[src/core/rir_defines.svh]
// constants for the return-from-interrupt and rotate-left execution block
`ifndef RIR_DEFINES_SVH
`define RIR_DEFINES_SVH

`define RIR_PC_W 12
`define RIR_DATA_W 8
`define RIR_DATA_MSB 7
`define RIR_ADDR_W 8
`define RIR_STACK_DEPTH 8
`define RIR_SP_W 3
`define RIR_SP_RST 3'h0
`define RIR_PC_RST 12'h000
`define RIR_DATA_RST 8'h00
`define RIR_ADDR_RST 8'h00
`define RIR_MIE_RST 1'b0
`define RIR_MIE_ON 1'b1
`define RIR_MIE_OFF 1'b0

`endif

[src/core/rir_pkg.sv]
// types shared by the execution block and its stack memory
`include "rir_defines.svh"

package rir_pkg;

	typedef enum logic [0:0]
	{
		op_return_from_interrupt = 1'b0,
		op_rotate_left = 1'b1
	} rir_op_t;

	// gray along both paths: idle-pop-irq and idle-rlr-rld
	typedef enum logic [2:0]
	{
		st_idle = 3'h0,
		st_pop = 3'h1,
		st_irq = 3'h3,
		st_rlr = 3'h4,
		st_rld = 3'h6
	} rir_state_t;

	typedef struct packed
	{
		rir_state_t st;
		logic [`RIR_PC_W-1:0] pc;
		logic mie;
		logic [`RIR_ADDR_W-1:0] addr;
		logic rd;
		logic wr;
		logic [`RIR_DATA_W-1:0] wdata;
		logic done;
		logic ack;
	} rir_regs_t;

	typedef struct packed
	{
		logic [`RIR_STACK_DEPTH-1:0][`RIR_PC_W-1:0] mem;
		logic [`RIR_SP_W-1:0] sp;
		logic [`RIR_PC_W-1:0] top;
	} rir_stack_t;

endpackage

[src/core/rir_exec.sv]
// execution of return-from-interrupt and rotate-left for the 8-bit core
`timescale 1ns/10ps
`include "rir_defines.svh"

module rir_exec
(
	input wire logic clock_in,
	input wire logic rst_in,
	input wire logic start_in,
	input wire rir_pkg::rir_op_t op_in,
	input wire logic [`RIR_ADDR_W-1:0] addr_in,
	input wire logic pc_load_in,
	input wire logic [`RIR_PC_W-1:0] pc_value_in,
	input wire logic push_in,
	input wire logic [`RIR_PC_W-1:0] push_data_in,
	input wire logic mie_clear_in,
	input wire logic irq_pending_in,
	input wire logic [`RIR_PC_W-1:0] irq_vector_in,
	input wire logic [`RIR_DATA_W-1:0] dm_rdata_in,
	output logic busy_out,
	output logic done_out,
	output logic [`RIR_PC_W-1:0] pc_out,
	output logic master_interrupt_enable_out,
	output logic irq_ack_out,
	output logic stack_empty_out,
	output logic [`RIR_ADDR_W-1:0] dm_addr_out,
	output logic dm_rd_out,
	output logic dm_wr_out,
	output logic [`RIR_DATA_W-1:0] dm_wdata_out
);
	import rir_pkg::*;

	rir_regs_t r;
	rir_regs_t next_r;
	logic idle_start;
	logic stk_push;
	logic stk_pop;
	logic [`RIR_PC_W-1:0] stk_wdata;
	logic [`RIR_PC_W-1:0] stk_top;

	function automatic logic [`RIR_DATA_W-1:0] rotl(input logic [`RIR_DATA_W-1:0] v);
		rotl = {v[`RIR_DATA_MSB-1:0], v[`RIR_DATA_MSB]};
	endfunction

	assign idle_start = start_in && (r.st == st_idle);

	// pop is issued in the start cycle so the stack's registered top is ready in st_pop
	assign stk_pop = idle_start && (op_in == op_return_from_interrupt);
	// vectoring saves the restored address, so the main program resumes there later
	assign stk_push = (r.st == st_irq) || (push_in && (r.st == st_idle) && !stk_pop);
	assign stk_wdata = (r.st == st_irq) ? r.pc : push_data_in;

	rir_stack u_stack
	(
		.clock_in(clock_in),
		.rst_in(rst_in),
		.push_in(stk_push),
		.pop_in(stk_pop),
		.push_data_in(stk_wdata),
		.top_out(stk_top),
		.empty_out(stack_empty_out)
	);

	always_comb
	begin
		next_r = r;
		next_r.done = 1'b0;
		next_r.ack = 1'b0;
		next_r.rd = 1'b0;
		next_r.wr = 1'b0;
		// a clear from the interrupt controller loses against the set below
		if (mie_clear_in)
		begin
			next_r.mie = `RIR_MIE_OFF;
		end
		if (pc_load_in && (r.st == st_idle))
		begin
			next_r.pc = pc_value_in;
		end
		case (r.st)
			st_idle:
			begin
				if (start_in)
				begin
					if (op_in == op_return_from_interrupt)
					begin
						next_r.st = st_pop;
					end
					else
					begin
						next_r.addr = addr_in;
						next_r.rd = 1'b1;
						next_r.st = st_rlr;
					end
				end
			end
			st_pop:
			begin
				next_r.pc = stk_top;
				next_r.mie = `RIR_MIE_ON;
				if (irq_pending_in)
				begin
					next_r.st = st_irq;
				end
				else
				begin
					next_r.done = 1'b1;
					next_r.st = st_idle;
				end
			end
			st_irq:
			begin
				// entering the handler masks further interrupts as a normal entry does
				next_r.pc = irq_vector_in;
				next_r.mie = `RIR_MIE_OFF;
				next_r.ack = 1'b1;
				next_r.done = 1'b1;
				next_r.st = st_idle;
			end
			st_rlr:
			begin
				next_r.st = st_rld;
			end
			st_rld:
			begin
				// address held from the read; no flag output exists to disturb
				next_r.wdata = rotl(dm_rdata_in);
				next_r.wr = 1'b1;
				next_r.done = 1'b1;
				next_r.st = st_idle;
			end
			default:
			begin
				next_r.st = st_idle;
			end
		endcase
	end

	always_ff @(posedge clock_in)
	begin
		if (rst_in)
		begin
			r.st <= st_idle;
			r.pc <= `RIR_PC_RST;
			r.mie <= `RIR_MIE_RST;
			r.addr <= `RIR_ADDR_RST;
			r.rd <= 1'b0;
			r.wr <= 1'b0;
			r.wdata <= `RIR_DATA_RST;
			r.done <= 1'b0;
			r.ack <= 1'b0;
		end
		else
		begin
			r <= next_r;
		end
	end

	assign busy_out = (r.st != st_idle);
	assign done_out = r.done;
	assign pc_out = r.pc;
	assign master_interrupt_enable_out = r.mie;
	assign irq_ack_out = r.ack;
	assign dm_addr_out = r.addr;
	assign dm_rd_out = r.rd;
	assign dm_wr_out = r.wr;
	assign dm_wdata_out = r.wdata;

	property p_return_from_interrupt_op_pc;
		@(posedge clock_in) disable iff (rst_in)
		(r.st == st_pop) |=> (pc_out == $past(stk_top));
	endproperty
	a_return_from_interrupt_op_pc: assert property (p_return_from_interrupt_op_pc) else $error("pc not restored from stack");

	property p_return_from_interrupt_op_pop;
		@(posedge clock_in) disable iff (rst_in)
		(start_in && !busy_out && op_in == op_return_from_interrupt) |=> (r.st == st_pop);
	endproperty
	a_return_from_interrupt_op_pop: assert property (p_return_from_interrupt_op_pop) else $error("return did not pop");

	property p_return_from_interrupt_op_mie;
		@(posedge clock_in) disable iff (rst_in)
		(r.st == st_pop) |=> master_interrupt_enable_out;
	endproperty
	a_return_from_interrupt_op_mie: assert property (p_return_from_interrupt_op_mie) else $error("enable not set by return");

	property p_return_from_interrupt_op_irq;
		@(posedge clock_in) disable iff (rst_in)
		(r.st == st_pop && irq_pending_in) |=> ##1 (irq_ack_out && pc_out == $past(irq_vector_in));
	endproperty
	a_return_from_interrupt_op_irq: assert property (p_return_from_interrupt_op_irq) else $error("pending interrupt not taken");

	property p_return_from_interrupt_op_nopend;
		@(posedge clock_in) disable iff (rst_in)
		(r.st == st_pop && !irq_pending_in) |=> (done_out && !irq_ack_out);
	endproperty
	a_return_from_interrupt_op_nopend: assert property (p_return_from_interrupt_op_nopend) else $error("spurious vectoring");

	property p_rl_data;
		@(posedge clock_in) disable iff (rst_in)
		(r.st == st_rld) |=> (dm_wr_out
			&& dm_wdata_out[0] == $past(dm_rdata_in[`RIR_DATA_MSB])
			&& dm_wdata_out[`RIR_DATA_MSB:1] == $past(dm_rdata_in[`RIR_DATA_MSB-1:0]));
	endproperty
	a_rl_data: assert property (p_rl_data) else $error("rotate result wrong");

	property p_rl_addr;
		@(posedge clock_in) disable iff (rst_in)
		dm_rd_out |=> ##1 (dm_wr_out && dm_addr_out == $past(dm_addr_out, 2));
	endproperty
	a_rl_addr: assert property (p_rl_addr) else $error("rotate wrote another address");

	// the read address must be the one given with the start, not a stale one
	property p_rl_start;
		@(posedge clock_in) disable iff (rst_in)
		(start_in && !busy_out && op_in == op_rotate_left) |=> (dm_rd_out && dm_addr_out == $past(addr_in));
	endproperty
	a_rl_start: assert property (p_rl_start) else $error("rotate read wrong address");

	property p_irq_entry;
		@(posedge clock_in) disable iff (rst_in)
		(r.st == st_irq) |=> (!master_interrupt_enable_out && done_out && !busy_out);
	endproperty
	a_irq_entry: assert property (p_irq_entry) else $error("interrupt entry incomplete");
endmodule

[src/core/rir_stack.sv]
// hardware return-address stack with registered pop data
`timescale 1ns/10ps
`include "rir_defines.svh"

module rir_stack
(
	input wire logic clock_in,
	input wire logic rst_in,
	input wire logic push_in,
	input wire logic pop_in,
	input wire logic [`RIR_PC_W-1:0] push_data_in,
	output logic [`RIR_PC_W-1:0] top_out,
	output logic empty_out
);
	import rir_pkg::*;

	rir_stack_t s;
	rir_stack_t next_s;

	// the pointer wraps: overflow silently overwrites the oldest entry
	always_comb
	begin
		next_s = s;
		if (push_in)
		begin
			next_s.mem[s.sp] = push_data_in;
			next_s.sp = `RIR_SP_W'(s.sp + 1'b1);
		end
		else if (pop_in)
		begin
			next_s.sp = `RIR_SP_W'(s.sp - 1'b1);
			next_s.top = s.mem[`RIR_SP_W'(s.sp - 1'b1)];
		end
	end

	always_ff @(posedge clock_in)
	begin
		if (rst_in)
		begin
			s <= '0;
		end
		else
		begin
			s <= next_s;
		end
	end

	assign top_out = s.top;
	assign empty_out = (s.sp == `RIR_SP_RST);
endmodule

[config.mk]
export PLATFORM = sky130hd
export DESIGN_NAME = rir_exec
export DESIGN_NICKNAME = d
export VERILOG_FILES = /design/src/core/rir_pkg.sv /design/src/core/rir_exec.sv /design/src/core/rir_stack.sv
export VERILOG_INCLUDE_DIRS = /design/src /design/src/core
export SDC_FILE = /design/constraint.sdc
export NUM_CORES = 1
export LEC_CHECK = 0
export BUFFER_PORTS_ARGS = -buffer_cell sky130_fd_sc_hd__buf_2
export CAP_MARGIN = 15
export CORE_ASPECT_RATIO = 1.1
export CORE_MARGIN = 2
export CORE_UTILIZATION = 52
export DETAILED_ROUTE_END_ITERATION = 12
export PLACE_DENSITY_LB_ADDON = 0.15
export SYNTH_ARGS = -nofsm -noshare
export SYNTH_HDL_FRONTEND = slang
export SYNTH_SLANG_ARGS = --single-unit
[constraint.sdc]
create_clock -name clock_in -period 2 [get_ports clock_in]
set_input_delay 0.6 -clock clock_in [delete_from_list [all_inputs] [get_ports clock_in]]
set_output_delay 0.6 -clock clock_in [all_outputs]
set_load 0.005 [all_outputs]
# Yosys cells after proc, flatten, opt, wreduce, memory -nomap -nowiden
# Cells that the tools add are included.
# Widths: inputs -> output; s select.
# totals
regBits,147
inputBits,60
out_inout_bits,35
wordCells,71
# classes
n_addsub,2
magnitude_cmp,3
eq_ne,5
n_mux,20
n_bitwise,4
reduce_logical,18
# ops
cell,n
$bwmux 96,1
$mux 12,4
$bmux 12 s3,1
$demux 12 s3,1
$pmux 13 s2,1
$mux 15,1
$mux 3,3
$mux 9,1
$pmux 3 s3,1
$reduce_bool 3->1,3
$lt 3x4->1 const B,2
$eq 3x3->1 const B,2
$logic_and 1x1->1,6
$logic_not 3->1,2
$mux 1,4
$not 1->1,4
$add 3x1->3 const B,1
$eq 3x1->1 const B,1
$eq 3x2->1 const B,1
$ge 3x1->1 const B,1
$reduce_and 3->1,1
$reduce_or 3->1,1
$sub 3x1->3 const B,1
$mux 2,1
other kinds (7),7

# Depth between registers and ports, before layout
# Gate-level depths: netlist of run 1.
# logic_depth
word_depth,8
ltp_mapped,7
depth_no_buf,6

# By module
# A second synthesis of run 1 with hierarchy kept.
# hier_totals
hier_cells,773
hier_area_um2,6949.2
# modules_own_cells
mod,instances,cells_per_inst,area_each_um2,seq_area_each_um2
rir_stack,1,577,4989.8,2222.1
rir_exec,1,196,1959.4,720.7

# Least setup slack after synthesis of run 1
# OpenSTA, ideal clock, no wires.
# synth_path
path_type,register to register
startpoint,register u_stack.s[13] in the netlist's numbering
endpoint,"register u_stack.s, in the netlist u_stack.top_out[4]"
setup_time_ns,0.132
t_arrival_ns,1.987
required_ns,1.868
slack_ns,-0.119
stages_incl_launch_ff,8
n_path_buf,2
period_less_slack_ns,2.119
cell_sequence,dfxtp_1 -> inv_1 -> ha_1 -> clkbuf_1 -> buf_1 -> mux4_2 -> o22ai_1 -> nor3_1
# synth_via
elab_chain_len,3
# synth_lines
element,line_no,rtl
from (decl),rir_stack.sv:17,rir_stack_t s;
from (signal assigned),rir_stack.sv:44,s <= next_s;
$sub 3x1->3,rir_stack.sv:32,next_s.top = s.mem[`RIR_SP_W'(s.sp - 1'b1)];
$bmux 12 s3,rir_stack.sv:32,
$mux 12,rir_stack.sv:32,
# No other way between the ends. The select of a mux whose other input is x is not followed.
# A chain may end at the register's enable or synchronous reset.

# Worst setup path after layout of run 1
# layout_path
startpoint,register r[33] in the netlist's numbering
endpoint,register u_stack.s[80] in the netlist's numbering
# layout_via
elab_chain_len,6
word_cells_on_any_way,10
cone_classes,eq/ne (1); mux (2); reduce/logical (7)
# layout_lines
element,line_no,rtl
from (decl),rir_exec.sv:33,rir_regs_t r;
from (signal assigned),rir_exec.sv:155,r <= next_r;
$logic_not 3->1,"rir_exec.sv:45, rir_exec.sv:50",
$logic_and 1x1->1,rir_exec.sv:45,assign idle_start = start_in && (r.st == st_idle);
$logic_and 1x1->1,rir_exec.sv:48,assign stk_pop = idle_start && (op_in == op_return_from_interrupt);
$logic_not 1->1,rir_exec.sv:50,assign stk_push = (r.st == st_irq) || (push_in && (r.st == st_idle) && !stk_pop);
$logic_and 1x1->1,rir_exec.sv:50,
$logic_or 1x1->1,rir_exec.sv:50,
# Parallel ways exist; a longest one is shown, timed or not.

==> results of run 1 <==
[where the power goes]
group	switching [µW]	internal, µW	leakage [µW]
registers	75.9	3060	0.00119
clock network	1240	1770	0.000260
logic	610	537	0.00215
[layout make-up]
cell class	instances	share of cell area (%)
clock buffers	20	5.496
well taps	161	2.424
clock inverters	12	1.295
flip-flops and latches	147	35.46
inverters	6	0.2710
repair buffers	159	12.06
multi-input cells	446	42.99
[critical path, stage by stage, from the launching register on]
cell and delay (ns):
dfxtp_2 0.36, nor3_4 0.21, inv_2 0.10, o31ai_4 0.35, and4_1 0.27, buf_4 0.17, mux2_1 0.33
[kinds of logic (layout without fill, tap and decap cells)]
| kind of cell | count (synthesis) | after routing | share of synthesized area, % |
|---|---|---|---|
| multiplexers | 140 | 140 | 26.13 |
| AND/OR/NAND/NOR | 228 | 228 | 17.60 |
| buffers and inverters | 83 | 197 | 6.603 |
| AO/OA/AOI/OAI | 72 | 72 | 6.549 |
| XOR/XNOR | 3 | 3 | 0.3769 |
| adder cells (fa/ha/maj) | 3 | 3 | 0.5384 |
| flip-flops | 147 | 147 | 42.20 |
[synth_stat cells]
master    count
nor3_4        1
a211oi_1      1
clkbuf_1     27
a221oi_1      1
buf_4        28
o211ai_1     12
and4_1        2
nor4_1        2
mux2i_1      20
buf_6         4
nand2b_1      2
ha_1          3
dfxtp_1     147
a21oi_1      40
mux4_2       24
nor4_2        3
nor2_1       26
nor2b_1     100
inv_1         5
o21ai_0       1
nand3b_1      2
or3_1         1
and3b_1       1
o22ai_1      12
nand3_1       2
mux2_1       32
nor3_2        1
o31ai_4       1
buf_1         7
a31oi_4       1
and3_1        1
nor3_1       15
mux2_2       64
xnor2_1       1
o221a_2       1
xor2_1        2
a311oi_1      1
buf_2        11
a21o_1        1
nand2_1      67
nand4_2       1
inv_2         1
nor3b_2       1
[metrics by stage]
stage / setup slack (ns) / instances
final: 0.09392 / 951
after floorplan: -0.01970 / 676
after global routing: 0.001724 / 951
after CTS: 0.06007 / 951
after global placement: -0.01625 / 919
after detailed placement: -0.05990 / 919
[path summary, 6_finish.rpt]
kind,from,slack [ns],cells past startpoint,end
min reg2reg,dm_addr_out[7]$_SDFFE_PP0P_,0.45,2,dm_addr_out[7]$_SDFFE_PP0P_
max,r[33]$_SDFFE_PP0P_,0.09,6,u_stack.s[80]$_SDFFE_PP0P_
max reg2reg,r[33]$_SDFFE_PP0P_,0.09,6,u_stack.s[80]$_SDFFE_PP0P_
min,dm_rdata_in[2],0.42,3,dm_wdata_out[3]$_SDFFE_PP0P_
[registers in the layout (all words and copies together) (netlist names)]
signal	count
irq_ack_out	1
master_interrupt_enable_out	1
pc_out	12
dm_addr_out	8
dm_wdata_out	8
u_stack.s	99
dm_rd_out	1
done_out	1
r	3
u_stack.top_out	12
dm_wr_out	1
[placed cells by master (no fill, tap or decap), types with 3 or more instances in the layout]
cell type,synthesis,routed
o22ai_1,12,12
buf_2,11,93
buf_4,28,62
o211ai_1,12,12
dfxtp_1,147,144
nor3_1,15,15
nor2_1,26,26
mux2_1,32,32
mux2_2,64,64
ha_1,3,3
nand2_1,67,67
a21oi_1,40,40
inv_1,5,5
nor2b_1,100,99
clkbuf_16,0,17
clkinvlp_4,0,6
buf_12,0,3
nor4_2,3,3
mux2i_1,20,20
clkinv_2,0,3
mux4_2,24,24
dfxtp_2,0,3
[routing by layer]
metal	vias to the layer above	share of wire (%)	track usage [%]
met5	-	0	0
met2	131	49	40.41
li1	2510	-	-
met4	0	0.99	5.954
met3	14	4.3	4.750
met1	2495	46	29.70
==> key figures, run 1 <==
GRT
  – Number of antenna violations at the first check in global routing: 0
  – First-pass GRT wire length: 26,590 µm
  – Largest net degree at the start of global routing: 38
  – All-Layer GR Usage: 23.37%
  – Number of global-route vias before repair: 5,292
  – Overflow after GRT: 0

Timing
  – RSZ-0062 raised after global routing: no
  – Endpoints failing setup: 0
  – Hold Fails Final Rpt: 0
  – Clk_skew: 0.007842 ns
  – Actual slew at the worst max-slew pin: 0.4933 ns
  – Hold slack: 0.4204 ns
  – Fin crit period: 1.906 ns
  – Total Neg Setup Slack: 0 ns
  – Tcrit/Tclk final: 95.30%
  – Relative slew slack: 67.12%
  – Final Slew Violations: 0
  – Fmax achieved: 0.5246 GHz

Floorplan
  – Die ar.: 14,350 µm²
  – Initial Utilization: 53.00%
  – Die height: 125.5 µm
  – Core area: 13,160 µm²
  – Row count: 44
  – Die W: 114.4 µm
  – IO Count: 95

Route
  – Antenna viol nets, final: 0
  – Drt wl/cell: 17.04 µm
  – DRT iter0 DRCs: 434
  – Vias per cell: 5.415
  – Pre-antenna DRT Iters: 4
  – DR DRC count: 0
  – Final wirelength: 16,200 µm
  – Vias: 5,150

Clock tree
  – Clk Latency, worst-skew pair: 0.42 ns
  – Num CTS Buffers: 17
  – Clk sink count: 147
  – Post_cts resized: 0
  – Clock root cell: clkbuf_16
  – Worst-path clk slew: 0.06 ns
  – H-tree level count: 4
  – Post-CTS setup buffers: 0
  – CTS tree: built
  – Cts hold-fix bufs: 0
  – CTS Buffer Depth: 2

Synthesis
  – Post-Syn Nets: 739
  – Mapped Area: 6973 µm²
  – Flops & latches, synth: 147
  – Yosys top cell area share: 42.20%
  – Largest cells by area after synthesis: dfxtp_1 (42%), mux2_2 (10%), nor2b_1 (9.0%)
  – Syn_area_per_cell: 10.31 µm²
  – Part of the Yosys area used for sequential elements: 42.20%
  – Distinct cells, synth: 43
  – Cell taking the most area after synthesis: dfxtp_1
  – Synth Instances: 676
  – Ys Warns: 0

Placement
  – RePlAce Congestion: 0.8317
  – Dpl cell area: 7739 µm²
  – Post-DP HPWL: 11,450 µm
  – I/O Buffers: 94

Pwr
  – Static leakage: 0.003599 µW
  – Pwr dens: 877.6 nW/µm²
  – Max IR drop VDD: 509.1 µV
  – Power, Total: 7292 µW

Cells and area
  – Filler Cells Inserted: 1,125
  – # diodes: 0
  – Post-route cell area: 8309 µm²
  – Layout net count: 840
  – Syn-to-layout area delta: 19.16%
  – Share of cells above drive strength 1: 37.09%
  – Register area: 2947 µm²
  – Multi-input logic area: 3572 µm²
  – Fin util: 63.15%

Critical path
  – Crit Path Class: register to register
  – Worst EP arrival: 2.20 ns
  – Critical Path Fanout Max: 7
  – Startpoint Class: register
  – Worst Path Required: 2.29 ns
  – CP endpoint kind: register

Job
  – Max_cap viols: 0

Status
  – Status: finished clean

Hold path
  – Hold Path Class: primary input to register
No activity file was read; power rests on OpenSTA's default activity.
==> inputs of run 2 (changes only) <==
Settings changed: CORE_UTILIZATION 52 to 35.
==> run 2 against run 1 <==
Against the previous run: via count increased by 0.37%; core utilization decreased by 20 points; routed wire length increased by 9.8%; largest cell class unchanged; power increased by 5.2%; highest routed layer unchanged.
==> key figures, run 2 (synthesized netlist as in run 1, its figures left out) <==
Timing
  – Actual slew at the worst max-slew pin: 0.6162 ns
  – Hold Fails Final Rpt: 0
  – Final Slew Violations: 0
  – Clk_skew: 0.008701 ns
  – PnR worst setup slack: 0.09819 ns
  – Fmax achieved: 0.5258 GHz
  – Tcrit/Tclk final: 95.09%
  – Endpoints failing setup: 0
  – Fin crit period: 1.902 ns
  – Relative slew slack: 58.79%

Pwr
  – Max IR drop VDD: 579.9 µV
  – Power, Total: 7674 µW
  – Pwr dens: 899.3 nW/µm²
  – Static leakage: 0.003644 µW

Placement
  – RePlAce Congestion: 0.7747
  – I/O Buffers: 94
  – DP Cell Count: 1,007
  – Post-DP HPWL: 12,830 µm
  – Worst slack at placement: -0.09117 ns

Critical path
  – Worst EP arrival: 1.30 ns
  – Startpoint Class: register
  – CP endpoint kind: primary output
  – Worst Path Required: 1.40 ns
  – Critical Path Fanout Max: 3
  – Crit Path Class: register to primary output

Cells and area
  – Non-filler cells, final: 1,039
  – Largest Register: u_stack.s
  – Commonest non-fill, non-tap cell in the layout: dfxtp_1
  – Syn-to-layout area delta: 22.38%
  – Share of cells above drive strength 1: 36.34%
  – Max FFs per register: 99
  – # diodes: 0
  – Fin util: 43.40%
  – Layout net count: 837
  – Most frequent cells in the layout: dfxtp_1 (146), nor2b_1 (99), buf_2 (93), nand2_1 (67), mux2_2 (64)

Clock tree
  – CTS tree: built
  – Clk sink count: 147
  – Clock root cell: clkbuf_16
  – Worst-path clk slew: 0.06 ns
  – Clk Latency, worst-skew pair: 0.42 ns
  – Num CTS Buffers: 17
  – Cts hold-fix bufs: 0
  – CTS Buffer Depth: 2
  – H-tree level count: 4

GRT
  – Overflow after GRT: 0
  – All-Layer GR Usage: 17.23%
  – Number of global-route vias before repair: 5,403
  – First-pass GRT wire length: 29,090 µm
  – Largest net degree at the start of global routing: 41
  – Number of antenna violations at the first check in global routing: 0

Route
  – Vias per cell: 4.975
  – Final wirelength: 17,790 µm
  – DR DRC count: 0
  – Drt wl/cell: 17.12 µm
  – Vias: 5,169
  – Pre-antenna DRT Iters: 5
  – DRT iter0 DRCs: 263
  – Antenna viol nets, final: 0

Floorplan
  – Initial Utilization: 35.47%
  – Die height: 152.0 µm
  – Core area: 19,660 µm²
  – Die ar.: 21,070 µm²
  – Row count: 54
  – IO Count: 95
  – Die W: 138.6 µm

Job
  – Max_cap viols: 0

Status
  – Status: finished clean

Hold path
  – Hold Path Class: primary input to register
run 2: repair_timing:
action | in CTS | in global routing
endpoints found under the setup margin | 0 | 15
buffers inserted | 0 | 0
resized for setup | 0 | 2
endpoints found under the hold margin | 0 | 0
run 2: final cells by class:
type / instances / area, µm²
Sequential cell: 147 / 2944
Tap cell: 252 / 315.3
Clock buffer: 23 / 467.9
Clock inverter: 9 / 152.6
Inverter: 6 / 22.52
Timing Repair Buffer: 156 / 1055
Fill cell: 1890 / 11130
Multi-Input combinational cell: 446 / 3576
run 2: power breakdown:
group / internal (µW) / switching, µW
clock: 2150 / 1210
sequential: 3060 / 75.0
combinational: 553 / 631
run 2: metal layers:
layer / GRT usage [%] / share of wire, % / vias to the layer above
met5: 0 / 0 / -
met4: 5.151 / 1.5 / 0
met3: 3.467 / 4.5 / 23
met1: 23.14 / 48 / 2491
met2: 28.10 / 46 / 139
li1: - / - / 2516
run 2: worst paths after layout:
kind                                             startpoint                            to  slack [ns]  depth (start not counted)
worst min-delay path                         dm_rdata_in[2]  dm_wdata_out[3]$_SDFFE_PP0P_        0.42                          3
worst max-delay path             u_stack.s[12]$_SDFFE_PP0P_               stack_empty_out         0.1                          4
worst min register to register  dm_addr_out[0]$_SDFFE_PP0P_   dm_addr_out[0]$_SDFFE_PP0P_        0.46                          2
worst max register to register           r[33]$_SDFFE_PP0P_    u_stack.s[48]$_SDFFE_PP0P_        0.11                          6
run 2: through the flow:
step / area (µm²) / hold WS (ns) / TNS [ns]
3_5_place_dp: 7905 / 0.4521 / -3.626
4_1_cts: 8526 / 0.4013 / 0
5_1_grt: 8533 / 0.4120 / -0.001625
6_report: 8533 / 0.4201 / 0
2_1_floorplan: 6975 / 0.4367 / -0.3935
3_3_place_gp: 7905 / 0.4388 / -2.117
run 2: critical path, stage by stage, from the launching register on:
cell     delay, ns
dfxtp_2       0.36
inv_1         0.09
ha_1          0.19
nor2b_1       0.13
buf_2         0.12
